===== src/rtl/ase_defs.vh =====
// Parameter numbers, field positions, reset values and timing for the axis status block
`ifndef ASE_DEFS_VH
`define ASE_DEFS_VH

// Parameter numbers
`define ASE_PN_LOAD_MEASURE 8'hce
`define ASE_PN_EXTENDED_ERROR 8'hcf
`define ASE_PN_DRIVER_ERROR 8'hd0
`define ASE_PN_BUILTIN_ENC_COUNT 8'hd1
`define ASE_PN_ENC_ZERO_CLEAR 8'hd2
`define ASE_PN_BUILTIN_DEV_LIMIT 8'hd4
`define ASE_PN_STANDBY_DELAY 8'hd6
`define ASE_PN_ROTOR_ANGLE 8'hd7
`define ASE_PN_EXT_ENC_COUNT 8'hd8
`define ASE_PN_EXT_ENC_CPR 8'hd9
`define ASE_PN_EXT_DEV_LIMIT 8'hda
`define ASE_PN_SHAFT_REVERSE 8'hfb
`define ASE_PN_DRIVE_SOURCE 8'hfe
`define ASE_PN_VELOCITY_UNIT 8'hff

// Extended error bit positions
`define ASE_XERR_STALL 0
`define ASE_XERR_DEVIATION 1

// Driver error bit positions
`define ASE_DERR_STALL 0
`define ASE_DERR_OT_SHUTDOWN 1
`define ASE_DERR_OT_WARN 2
`define ASE_DERR_SHORT_A 3
`define ASE_DERR_SHORT_B 4
`define ASE_DERR_OPEN_A 5
`define ASE_DERR_OPEN_B 6
`define ASE_DERR_STANDSTILL 7

// Reset values
`define ASE_RST_STANDBY_DELAY 16'h0000
`define ASE_RST_VELOCITY_UNIT 1'b1
`define ASE_RST_WORD 32'h0000_0000

// Timing
`define ASE_CLK_KHZ 125000
`define ASE_STANDBY_UNIT_MS 10
`define ASE_STANDBY_UNIT_CYC (`ASE_STANDBY_UNIT_MS * `ASE_CLK_KHZ)
`define ASE_STANDSTILL_LOG2 20
`define ASE_STANDSTILL_CYC (1 << `ASE_STANDSTILL_LOG2)

`endif


===== src/rtl/ase_axis_status.v =====
// Axis status, encoder counters, deviation supervision and drive selection
//
// Functional notes
// - Read-only load measurement, 0 to 1023
// - Extended error: 1 stall, 2 deviation
// - Extended errors clear on read or motion
// - Driver bits 0-2: stall, overheat, warning
// - Bits 3-4: coil short to ground
// - Bits 5-6: open load per coil
// - Bit 7: no step for 2^20 cycles
// - Signed 32-bit writable built-in encoder count
// - Clear-on-null zeroes count, then self-clears
// - Stop on built-in deviation over limit
// - Stop on external deviation over limit
// - Standby after delay in 10 ms units
// - Read-only rotor angle within one turn
// - Signed 32-bit writable external AB count
// - Shaft reversal inverts direction
// - Mode 0 ramp, mode 1 step/dir pins
// - Velocity unit select, default 1
`timescale 1ns/1ps
`include "ase_defs.vh"

module ase_axis_status #(
    parameter STANDSTILL_CYCLES = `ASE_STANDSTILL_CYC,
    parameter STANDBY_UNIT_CYCLES = `ASE_STANDBY_UNIT_CYC
) (
    input wire clock,
    input wire rst_n,
    // Parameter access port
    input wire [7:0] param_num,
    input wire param_wr,
    input wire param_rd,
    input wire [31:0] param_wdata,
    output reg [31:0] param_rdata_q,
    output reg param_rvalid_q,
    // Motion core side, same clock
    input wire motion_cmd,
    input wire [31:0] actual_pos,
    input wire ramp_step,
    input wire ramp_dir,
    // Driver status, same clock
    input wire [9:0] load_value,
    input wire stall_in,
    input wire ot_shutdown_in,
    input wire ot_warn_in,
    input wire short_a_in,
    input wire short_b_in,
    input wire open_a_in,
    input wire open_b_in,
    // Built-in encoder, same clock
    input wire enc_step,
    input wire enc_dir,
    input wire enc_null,
    input wire [9:0] enc_angle,
    // Pins from outside
    input wire ext_enc_a,
    input wire ext_enc_b,
    input wire sd_step_pin,
    input wire sd_dir_pin,
    // Drive outputs
    output reg step_out_q,
    output reg dir_out_q,
    output reg stop_req_q,
    output reg standby_q,
    output reg unit_pps_q
);

    //--------------------------------------------------------------
    // Pin synchronisers
    //--------------------------------------------------------------
    reg [3:0] pin_meta_q;
    reg [3:0] pin_sync_q;
    wire qa = pin_sync_q[0];
    wire qb = pin_sync_q[1];
    wire sd_step = pin_sync_q[2];
    wire sd_dir = pin_sync_q[3];

    // Two stages; only the second stage feeds logic
    always @(posedge clock or negedge rst_n) begin
        if (!rst_n) begin
            pin_meta_q <= 4'h0;
            pin_sync_q <= 4'h0;
        end else begin
            pin_meta_q <= {sd_dir_pin, sd_step_pin, ext_enc_b, ext_enc_a};
            pin_sync_q <= pin_meta_q;
        end
    end

    //--------------------------------------------------------------
    // Configuration registers
    //--------------------------------------------------------------
    reg [31:0] enc_count_q;
    reg [31:0] ext_count_q;
    reg [31:0] ext_cpr_q;
    reg [31:0] int_limit_q;
    reg [31:0] ext_limit_q;
    reg [15:0] standby_delay_q;
    reg zero_clear_q;
    reg reverse_q;
    reg source_q;
    reg [7:0] xerr_q;
    reg [7:0] derr_q;
    reg [9:0] load_q;
    reg [9:0] angle_q;

    // Strobe qualified by one parameter number; shared by all side-effect paths
    function num_hit;
        input strobe;
        input [7:0] num;
        input [7:0] code;
        begin
            num_hit = strobe && (num == code);
        end
    endfunction

    wire wr_hit_enc = num_hit(param_wr, param_num, `ASE_PN_BUILTIN_ENC_COUNT);
    wire wr_hit_ext = num_hit(param_wr, param_num, `ASE_PN_EXT_ENC_COUNT);
    wire wr_hit_zero = num_hit(param_wr, param_num, `ASE_PN_ENC_ZERO_CLEAR);
    wire rd_xerr = num_hit(param_rd, param_num, `ASE_PN_EXTENDED_ERROR);

    // Host writable settings; read-only numbers fall through untouched
    always @(posedge clock or negedge rst_n) begin
        if (!rst_n) begin
            ext_cpr_q <= `ASE_RST_WORD;
            int_limit_q <= `ASE_RST_WORD;
            ext_limit_q <= `ASE_RST_WORD;
            standby_delay_q <= `ASE_RST_STANDBY_DELAY;
            reverse_q <= 1'b0;
            source_q <= 1'b0;
            unit_pps_q <= `ASE_RST_VELOCITY_UNIT;
        end else if (param_wr) begin
            case (param_num)
                `ASE_PN_EXT_ENC_CPR: ext_cpr_q <= {1'b0, param_wdata[30:0]};
                `ASE_PN_BUILTIN_DEV_LIMIT: int_limit_q <= {1'b0, param_wdata[30:0]};
                `ASE_PN_EXT_DEV_LIMIT: ext_limit_q <= {1'b0, param_wdata[30:0]};
                `ASE_PN_STANDBY_DELAY: standby_delay_q <= param_wdata[15:0];
                `ASE_PN_SHAFT_REVERSE: reverse_q <= param_wdata[0];
                `ASE_PN_DRIVE_SOURCE: source_q <= param_wdata[0];
                `ASE_PN_VELOCITY_UNIT: unit_pps_q <= param_wdata[0];
                default: ; // Load, errors, angle stay measured
            endcase
        end
    end

    //--------------------------------------------------------------
    // Built-in encoder counter
    //--------------------------------------------------------------
    wire null_clear = zero_clear_q && enc_null;

    // Host write beats counting; null clear beats counting too
    always @(posedge clock or negedge rst_n) begin
        if (!rst_n) begin
            enc_count_q <= `ASE_RST_WORD;
            zero_clear_q <= 1'b0;
        end else begin
            if (wr_hit_enc) begin
                enc_count_q <= param_wdata;
            end else if (null_clear) begin
                enc_count_q <= `ASE_RST_WORD;
            end else if (enc_step) begin
                enc_count_q <= enc_dir ? enc_count_q - 32'h0000_0001
                                       : enc_count_q + 32'h0000_0001;
            end
            if (wr_hit_zero) begin
                zero_clear_q <= param_wdata[0];
            end else if (null_clear) begin
                zero_clear_q <= 1'b0; // Self-return after clearing
            end
        end
    end

    //--------------------------------------------------------------
    // External AB quadrature counter
    //--------------------------------------------------------------
    reg qa_prev_q;
    reg qb_prev_q;
    // One edge of either channel is one count; a double jump is dropped
    wire q_move = qa ^ qa_prev_q ^ qb ^ qb_prev_q;
    wire q_up = qa_prev_q ^ qb;

    always @(posedge clock or negedge rst_n) begin
        if (!rst_n) begin
            qa_prev_q <= 1'b0;
            qb_prev_q <= 1'b0;
            ext_count_q <= `ASE_RST_WORD;
        end else begin
            qa_prev_q <= qa;
            qb_prev_q <= qb;
            if (wr_hit_ext) begin
                ext_count_q <= param_wdata;
            end else if (q_move) begin
                ext_count_q <= q_up ? ext_count_q + 32'h0000_0001
                                    : ext_count_q - 32'h0000_0001;
            end
        end
    end

    //--------------------------------------------------------------
    // Deviation supervision
    //--------------------------------------------------------------
    wire [32:0] int_diff = {actual_pos[31], actual_pos} - {enc_count_q[31], enc_count_q};
    wire [32:0] ext_diff = {actual_pos[31], actual_pos} - {ext_count_q[31], ext_count_q};

    // Magnitude of a gap; 33 bits so the widest gap cannot overflow
    function [32:0] mag33;
        input [32:0] diff;
        begin
            mag33 = diff[32] ? (33'h0_0000_0000 - diff) : diff;
        end
    endfunction

    wire [32:0] int_mag = mag33(int_diff);
    wire [32:0] ext_mag = mag33(ext_diff);
    wire int_over = (int_limit_q != 32'h0000_0000) && (int_mag > {1'b0, int_limit_q});
    wire ext_over = (ext_limit_q != 32'h0000_0000) && (ext_mag > {1'b0, ext_limit_q});
    wire dev_over = int_over || ext_over;
    reg dev_over_q;

    // Stop request is a pulse on entry into violation, so one stop per event
    always @(posedge clock or negedge rst_n) begin
        if (!rst_n) begin
            dev_over_q <= 1'b0;
            stop_req_q <= 1'b0;
        end else begin
            dev_over_q <= dev_over;
            stop_req_q <= dev_over && !dev_over_q;
        end
    end

    //--------------------------------------------------------------
    // Extended error flags
    //--------------------------------------------------------------
    reg stall_prev_q;
    wire stall_rise = stall_in && !stall_prev_q;
    wire dev_rise = dev_over && !dev_over_q;

    // A new event in the clearing cycle survives: set wins
    always @(posedge clock or negedge rst_n) begin
        if (!rst_n) begin
            stall_prev_q <= 1'b0;
            xerr_q <= 8'h00;
        end else begin
            stall_prev_q <= stall_in;
            xerr_q <= (rd_xerr || motion_cmd) ? 8'h00 : xerr_q;
            if (stall_rise) begin
                xerr_q[`ASE_XERR_STALL] <= 1'b1;
            end
            if (dev_rise) begin
                xerr_q[`ASE_XERR_DEVIATION] <= 1'b1;
            end
        end
    end

    //--------------------------------------------------------------
    // Drive source, reversal and step output
    //--------------------------------------------------------------
    reg sd_step_prev_q;
    wire sd_pulse = sd_step && !sd_step_prev_q;
    wire sel_step = source_q ? sd_pulse : ramp_step;
    wire sel_dir = source_q ? sd_dir : ramp_dir;

    always @(posedge clock or negedge rst_n) begin
        if (!rst_n) begin
            sd_step_prev_q <= 1'b0;
            step_out_q <= 1'b0;
            dir_out_q <= 1'b0;
        end else begin
            sd_step_prev_q <= sd_step;
            step_out_q <= sel_step;
            dir_out_q <= sel_dir ^ reverse_q;
        end
    end

    //--------------------------------------------------------------
    // Standstill detection and driver flags
    //--------------------------------------------------------------
    reg [31:0] still_cnt_q;
    wire still_now = (still_cnt_q >= STANDSTILL_CYCLES);

    // Counter saturates so a long stop cannot wrap back to moving
    always @(posedge clock or negedge rst_n) begin
        if (!rst_n) begin
            still_cnt_q <= 32'h0000_0000;
        end else if (step_out_q) begin
            still_cnt_q <= 32'h0000_0000;
        end else if (!still_now) begin
            still_cnt_q <= still_cnt_q + 32'h0000_0001;
        end
    end

    // Driver byte mirrors live driver status plus own standstill
    always @(posedge clock or negedge rst_n) begin
        if (!rst_n) begin
            derr_q <= 8'h00;
            load_q <= 10'h000;
            angle_q <= 10'h000;
        end else begin
            derr_q[`ASE_DERR_STALL] <= stall_in;
            derr_q[`ASE_DERR_OT_SHUTDOWN] <= ot_shutdown_in;
            derr_q[`ASE_DERR_OT_WARN] <= ot_warn_in;
            derr_q[`ASE_DERR_SHORT_A] <= short_a_in;
            derr_q[`ASE_DERR_SHORT_B] <= short_b_in;
            derr_q[`ASE_DERR_OPEN_A] <= open_a_in;
            derr_q[`ASE_DERR_OPEN_B] <= open_b_in;
            derr_q[`ASE_DERR_STANDSTILL] <= still_now;
            load_q <= load_value;
            angle_q <= enc_angle;
        end
    end

    //--------------------------------------------------------------
    // Standby current delay
    //--------------------------------------------------------------
    reg [31:0] tick_cnt_q;
    reg [15:0] unit_cnt_q;
    wire tick_end = (tick_cnt_q == STANDBY_UNIT_CYCLES - 1);

    // Delay restarts whenever the motor moves again
    always @(posedge clock or negedge rst_n) begin
        if (!rst_n) begin
            tick_cnt_q <= 32'h0000_0000;
            unit_cnt_q <= 16'h0000;
            standby_q <= 1'b0;
        end else if (!still_now) begin
            tick_cnt_q <= 32'h0000_0000;
            unit_cnt_q <= 16'h0000;
            standby_q <= 1'b0;
        end else if (unit_cnt_q >= standby_delay_q) begin
            standby_q <= 1'b1; // Zero delay drops at once
        end else begin
            tick_cnt_q <= tick_end ? 32'h0000_0000 : tick_cnt_q + 32'h0000_0001;
            if (tick_end) begin
                unit_cnt_q <= unit_cnt_q + 16'h0001;
            end
        end
    end

    //--------------------------------------------------------------
    // Parameter readback
    //--------------------------------------------------------------
    reg [31:0] rd_mux;

    // Unknown numbers read as zero
    always @* begin
        case (param_num)
            `ASE_PN_LOAD_MEASURE: rd_mux = {22'h00_0000, load_q};
            `ASE_PN_EXTENDED_ERROR: rd_mux = {24'h00_0000, xerr_q};
            `ASE_PN_DRIVER_ERROR: rd_mux = {24'h00_0000, derr_q};
            `ASE_PN_BUILTIN_ENC_COUNT: rd_mux = enc_count_q;
            `ASE_PN_ENC_ZERO_CLEAR: rd_mux = {31'h0000_0000, zero_clear_q};
            `ASE_PN_BUILTIN_DEV_LIMIT: rd_mux = int_limit_q;
            `ASE_PN_STANDBY_DELAY: rd_mux = {16'h0000, standby_delay_q};
            `ASE_PN_ROTOR_ANGLE: rd_mux = {22'h00_0000, angle_q};
            `ASE_PN_EXT_ENC_COUNT: rd_mux = ext_count_q;
            `ASE_PN_EXT_ENC_CPR: rd_mux = ext_cpr_q;
            `ASE_PN_EXT_DEV_LIMIT: rd_mux = ext_limit_q;
            `ASE_PN_SHAFT_REVERSE: rd_mux = {31'h0000_0000, reverse_q};
            `ASE_PN_DRIVE_SOURCE: rd_mux = {31'h0000_0000, source_q};
            `ASE_PN_VELOCITY_UNIT: rd_mux = {31'h0000_0000, unit_pps_q};
            default: rd_mux = 32'h0000_0000;
        endcase
    end

    // Read data captured with the value before any read-clear
    always @(posedge clock or negedge rst_n) begin
        if (!rst_n) begin
            param_rdata_q <= 32'h0000_0000;
            param_rvalid_q <= 1'b0;
        end else begin
            param_rvalid_q <= param_rd;
            if (param_rd) begin
                param_rdata_q <= rd_mux;
            end
        end
    end

endmodule


===== config.mk =====
export PLATFORM = sky130hd
export DESIGN_NAME = ase_axis_status
export DESIGN_NICKNAME = d
export VERILOG_FILES = /design/src/rtl/ase_axis_status.v
export VERILOG_INCLUDE_DIRS = /design/src /design/src/rtl
export SDC_FILE = /design/constraint.sdc
export NUM_CORES = 1
export LEC_CHECK = 0
export ABC_CLOCK_PERIOD_IN_PS = 6390
export CAP_MARGIN = 30
export CORE_MARGIN = 2
export CORE_UTILIZATION = 40
export DETAILED_ROUTE_END_ITERATION = 10
export DONT_BUFFER_PORTS = 1
export GPL_ROUTABILITY_DRIVEN = 0
export HOLD_SLACK_MARGIN = 0.1
export PLACE_DENSITY = 0.64
export SYNTH_ARGS = -nofsm -noshare
export SYNTH_HDL_FRONTEND = slang
export SYNTH_SLANG_ARGS = --single-unit

===== constraint.sdc =====
create_clock -name clock -period 6.39 [get_ports clock]
set_input_delay 0.639 -clock clock [delete_from_list [all_inputs] [get_ports clock]]
set_output_delay 0.639 -clock clock [all_outputs]
set_load 0.03 [all_outputs]

# == Yosys cells after proc, flatten, opt, wreduce, memory -nomap -nowiden ==
# Index checks and enable logic that the tools add are counted.
# word_totals
reg_bits,337
inputBits,113
output_inout_bits,38
wordCells,127
# op_classes
addsub,11
order_cmp,4
n_eq_ne,19
n_mux,27
bitwise_logic,5
reduce_logical,30
# op_table
cell,count
$pmux W32 S14,1
$mux W32,12
$add A32 B1 Y32 const B,4
$eq A8 B8 Y1 const B,14
$gt A33 B31 Y1,2
$mux W33,2
$sub A1 B33 Y33 const A,2
$sub A32 B32 Y33,2
$reduce_bool A32 Y1,2
$sub A32 B1 Y32 const B,2
$mux W16,3
$eq A32 B21 Y1 const B,1
$ge A32 B21 Y1 const B,1
$add A16 B1 Y16 const B,1
$ge A16 B16 Y1,1
$reduce_and A2 Y1,8
$logic_and A1 B1 Y1,10
$mux W1,8
$reduce_bool A2 Y1,4
$xor A1 B1 Y1,5
$ne A2 B1 Y1 const B,2
$ne A2 B2 Y1 const B,2
$logic_not A1 Y1,3
$reduce_bool A3 Y1,1
other kinds (2),3

# == Logic depth before layout (Yosys ltp) ==
# logic_depth
depth_word,8
depth_mapped,27
depth_no_buf,26

# == Worst setup path before layout ==
# No wires, ideal clock.
# synth_path
path_type,in2reg
startpoint,input port actual_pos[0]
endpoint,register xerr_q[1]
setup_time_ns,0.124
arrival_ns,5.431
required_time_ns,6.266
slack_ns,0.835
cell_stages,23
path_buffers,0
cell_sequence,inv_1 > ha_1 > fa_1 > nor2b_1 > o2111a_1 > o211ai_1 > a211o_1 > a211oi_2 > o211ai_1 > nor4_2 > and4_1 > a31oi_1 > xnor2_1 > ha_1 > a21o_1 > a21o_1 > a21oi_1 > o21ai_0 > a2111oi_0 > a21oi_1 > o32a_1 > a32oi_2 > o21ai_1
# synth_between
elab_chain_cells,8
elab_cells_between_ends,14
cone_classes,add/sub: 4; order compare: 2; mux: 3; reduce/logical: 5
# synth_lines
item,line_no,source
"start, declared",ase_axis_status.v:39,"input wire [31:0] actual_pos,"
"$sub A32 B32 Y33, on equally long branches","ase_axis_status.v:202, ase_axis_status.v:203",
$sub A1 B33 Y33,ase_axis_status.v:209,mag33 = diff[32] ? (33'h0_0000_0000 - diff) : diff;
$mux W33,ase_axis_status.v:209,
"$gt A33 B31 Y1, on equally long branches","ase_axis_status.v:215, ase_axis_status.v:216",
"$logic_and A1 B1 Y1, on equally long branches","ase_axis_status.v:215, ase_axis_status.v:216",
$logic_or A1 B1 Y1 (*),ase_axis_status.v:217,wire dev_over = int_over || ext_over;
$logic_and A1 B1 Y1 (*),ase_axis_status.v:236,wire dev_rise = dev_over && !dev_over_q;
$mux W1 or $reduce_bool A2 Y1 (tied branches),-,
"end signal, assigned",ase_axis_status.v:245,xerr_q <= (rd_xerr || motion_cmd) ? 8'h00 : xerr_q;
"end, declared",ase_axis_status.v:102,reg [7:0] xerr_q;
# Mark *: on every way between the ends. The rest lies on a longest branch, timed or not.
# A chain may end at the register's enable or synchronous reset.

# == Worst setup path in the final report ==
# layout_path
startpoint,register enc_count_q[2]
endpoint,register dev_over_q
# layout_between
elab_chain_cells,6
# layout_lines
item,line_no,source
"start, declared",ase_axis_status.v:93,reg [31:0] enc_count_q;
"start signal, assigned",ase_axis_status.v:154,enc_count_q <= `ASE_RST_WORD;
"start signal, assigned",ase_axis_status.v:158,enc_count_q <= param_wdata;
"start signal, assigned",ase_axis_status.v:160,enc_count_q <= `ASE_RST_WORD;
$sub A32 B32 Y33 (*),ase_axis_status.v:202,"wire [32:0] int_diff = {actual_pos[31], actual_pos} - {enc_count_q[31], enc_count_q};"
$sub A1 B33 Y33,ase_axis_status.v:209,
$mux W33 (*),ase_axis_status.v:209,
$gt A33 B31 Y1 (*),ase_axis_status.v:215,"wire int_over = (int_limit_q != 32'h0000_0000) && (int_mag > {1'b0, int_limit_q});"
$logic_and A1 B1 Y1 (*),ase_axis_status.v:215,
$logic_or A1 B1 Y1 (*),ase_axis_status.v:217,
named net dev_over,ase_axis_status.v:217,
"end signal, assigned",ase_axis_status.v:226,dev_over_q <= dev_over;
"end, declared",ase_axis_status.v:218,reg dev_over_q;
# Mark *: on every way through the listed nets, which the timed path passes. The rest lies on a longest branch.

==> impl_results.md <==
* Area Growth Syn to Fin at 10.3%
* Final ANT Viol Nets at 0
* Reg2Reg Setup Slack at 0.26 ns
* Root buf cell: clkbuf_16
* Core ar. at 0.0618 mm²
* Setup Skew at 0.0317 ns
* Status: complete, but fails checks
* Final Hold Fails at 170
* Port-buffer cells at 0
* Nets at 3192
* Final WS setup at 0.255 ns
* Final Slew Violations at 0
* R2r worst-path depth at 22
* Reg2reg start: enc_count_q[2]
* # IOs at 151
* Synth top cells by count: dfrtp_1 (335), nor2_1 (289), a21oi_1 (274)
* Yosys reg bits at 336
* Die height at 254 µm
* R2R Path End: dev_over_q
* Final setup fails at 0
* H-tree levels at 2
* 1st-pass router iterations at 9
* Final WL at 86100 µm
* Min-delay worst type: in2async
* Main synth FF type: dfrtp_1
* Total die area at 0.0646 mm²
* CTS sink count at 336
* Synth unique cells at 100
* CTS tree: built
* Yosys top cell area share at 33.5%
* Global route total overflow at 0
* Area contributors post-synth: dfrtp_1 (33%), ha_1 (10%), a21oi_1 (5.5%), mux2_2 (5.4%), nor2_1 (4.3%)
* Top-count cell post-synth: dfrtp_1
* Critical path fanouts, max at 8
* Vias in the first global route at 22100
* Crit path kind: reg2reg
* Via Count at 23200
* Number of synthesized flops with an enable pin at 0
* Share of flip-flops with an asynchronous set or reset at 100%
* Synthesized cell area at 0.0250 mm²
* Horiz. Die Dim at 254 µm
* Maxcap violations at 0
* WL per Instance at 23.0 µm
* Vias/cell at 6.21
* Clk slew on worst S/H paths at 0.07 ns
* Num CTS Buffers at 37
* Worst vdd ir at 0.215 mV
* Largest net degree at the start of global routing at 337
* Startpoint types: register
* Final period util at 96.0%
* Post-synthesis sequential area ratio at 33.6%
* Leak at 12.0 nW
* Worst Hold Slack at -0.200 ns
* Residual DRC count at 0
* Min Clock Period, post-route at 6.13 ns
* Maximum root-to-sink buffer count at 3
* Initial antenna violation count at 1
* CP max-delay cell: o31ai_1
* Crit path cell chain: inv_1 > ha_1 > o21a_1 > o31a_1 > o31ai_1 > a21boi_0 > o211ai_1 > o211ai_1 > nor4_2 > and4_1 > a31oi_1 > xnor2_1 > ha_1 > a21o_1 > a21o_1 > a21oi_1 > o21ai_0 > a2111oi_1 > a21oi_1 > o32a_1 > a32oi_2 > inv_1
* Worst EP required at 6.82 ns
* Cell family with most CP delay: compound AO/OA/AOI/OAI gates
* Setup crit end kind: register
* Fmax at 0.163 GHz
* DP HPWL at 66100 µm
* Net Count, Synth at 3199
* Area occupied by multi-input gates at 0.0155 mm²
* Worst-Margin Slew at 1.28 ns
* Slew HR at 14.7%
* CP bufs+invs at 2
* Slowest Stage Delay on Critical Path at 0.53 ns
* YS warnings at 0
* Total power draw at 14.1 mW
* Cts hold-fix bufs at 18
* Clock Latency Late Sink at 0.55 ns
* WP data arrival at 6.57 ns
* Share of cells above drive strength 1 at 9.84%
* Register area at 0.00841 mm²
* Synth area leader: dfrtp_1
* Initial Util at 40.5%
* RSZ-0062 raised after global routing: false
* Drt initial violations at 2674
* Gate Count Post-Synth at 2874
* Mean Syn Cell Area at 8.71 µm²
* GRT Overall Usage at 26.0%
* Fill count at 5939
* Final Util at 44.7%
* PD cells at 509 mW/mm²
* Post-Place Setup Slack at -0.0221 ns
* Violated checks: hold timing
* FP Rows at 91
* First-pass GRT wire length at 130000 µm
metrics by stage:
step,setup TNS [ns],cell area [µm²],instances,hold slack (ns)
2_1_floorplan,0,25000,2874,0.331
3_3_place_gp,0,26000,3641,0.334
3_5_place_dp,-0.0293,26100,3644,0.340
4_1_cts,0,27600,3730,-0.217
5_1_grt,0,27600,3733,-0.218
6_report,0,27600,3735,-0.200
logic make-up (layout without fill, tap and decap cells):
group,Yosys count,count (layout),share of synthesized area [%]
flops,336,336,33.6
compound gates,860,860,22.3
buf+inv,303,325,4.60
fa+ha+maj,212,212,10.7
xor+xnor,175,175,6.12
simple gates,858,858,16.9
other cells,0,2,0
mux,130,130,5.79
how the worst max path moves through the flow:
stage	end	depth (start not counted)	from	slack, ns
2_1_floorplan	xerr_q[1]	23	actual_pos[0]	0.84
3_3_place_gp	xerr_q[1]	25	actual_pos[0]	0.13
3_5_place_dp	xerr_q[1]	25	actual_pos[0]	-0.02
4_1_cts	xerr_q[1]	24	enc_count_q[0]	0.12
5_1_grt	dev_over_q	25	ext_count_q[0]	0.003
6_report	dev_over_q	22	enc_count_q[2]	0.26
flip-flops by register name, summed over array words and instances (netlist names), 10 cells and up:
register	cells
still_cnt_q	32
ext_count_q	32
enc_count_q	32
standby_delay_q	16
ext_limit_q	31
ext_cpr_q	31
int_limit_q	31
unit_cnt_q	16
angle_q	10
load_q	10
tick_cnt_q	32
param_rdata_q	32
repair_timing:
item / 4_1_cts / 5_1_grt
gates resized for setup: 0 / 6
endpoints found under the hold margin: 353 / 335
endpoints found under the setup margin: 0 / 3
buffers inserted: 0 / 3
layer usage:
metal  vias up  wire length (µm)  global-route usage, %
li1      10500                 -                      -
met1     11400             35000                   34.2
met2      1111             38600                   41.5
met3       184              8510                   5.45
met4         0              4000                   11.1
met5         -                 0                      0
power breakdown:
| part | total, mW | internal [mW] | switching, mW | leakage [nW] |
|---|---|---|---|---|
| sequential | 2.83 | 2.41 | 0.420 | 4.35 |
| combinational | 8.88 | 3.69 | 5.19 | 6.96 |
| clock | 2.35 | 1.41 | 0.939 | 0.648 |
| total | 14.1 | 7.50 | 6.55 | 12.0 |
cells in the final DEF (no fill, tap or decap), drive strengths merged, types with 18 or more instances in the layout:
cell type,count
a211oi,18
a21o,75
a21oi,275
a222oi,30
a22oi,39
a31oi,49
and3,36
buf,46
clkbuf,48
dfrtp,335
dlygate4sd3,18
ha,208
inv,194
mux2,119
nand2,186
nand2b,26
nand3,63
nand4,40
nor2,289
nor2b,29
nor3,38
nor4,37
o211ai,18
o21a,30
o21ai,181
or3,35
xnor2,108
xor2,67
cell type report:
type,count,share of cell area (%)
Timing Repair Buffer,64,2.09
Inverter,193,2.62
Antenna cell,2,0.0181
Sequential cell,336,30.4
Multi-Input combinational cell,2235,56.2
Clock inverter,20,1.05
Clock buffer,48,3.76
Tap cell,837,3.79
No activity file was read; power rests on OpenSTA's default activity.
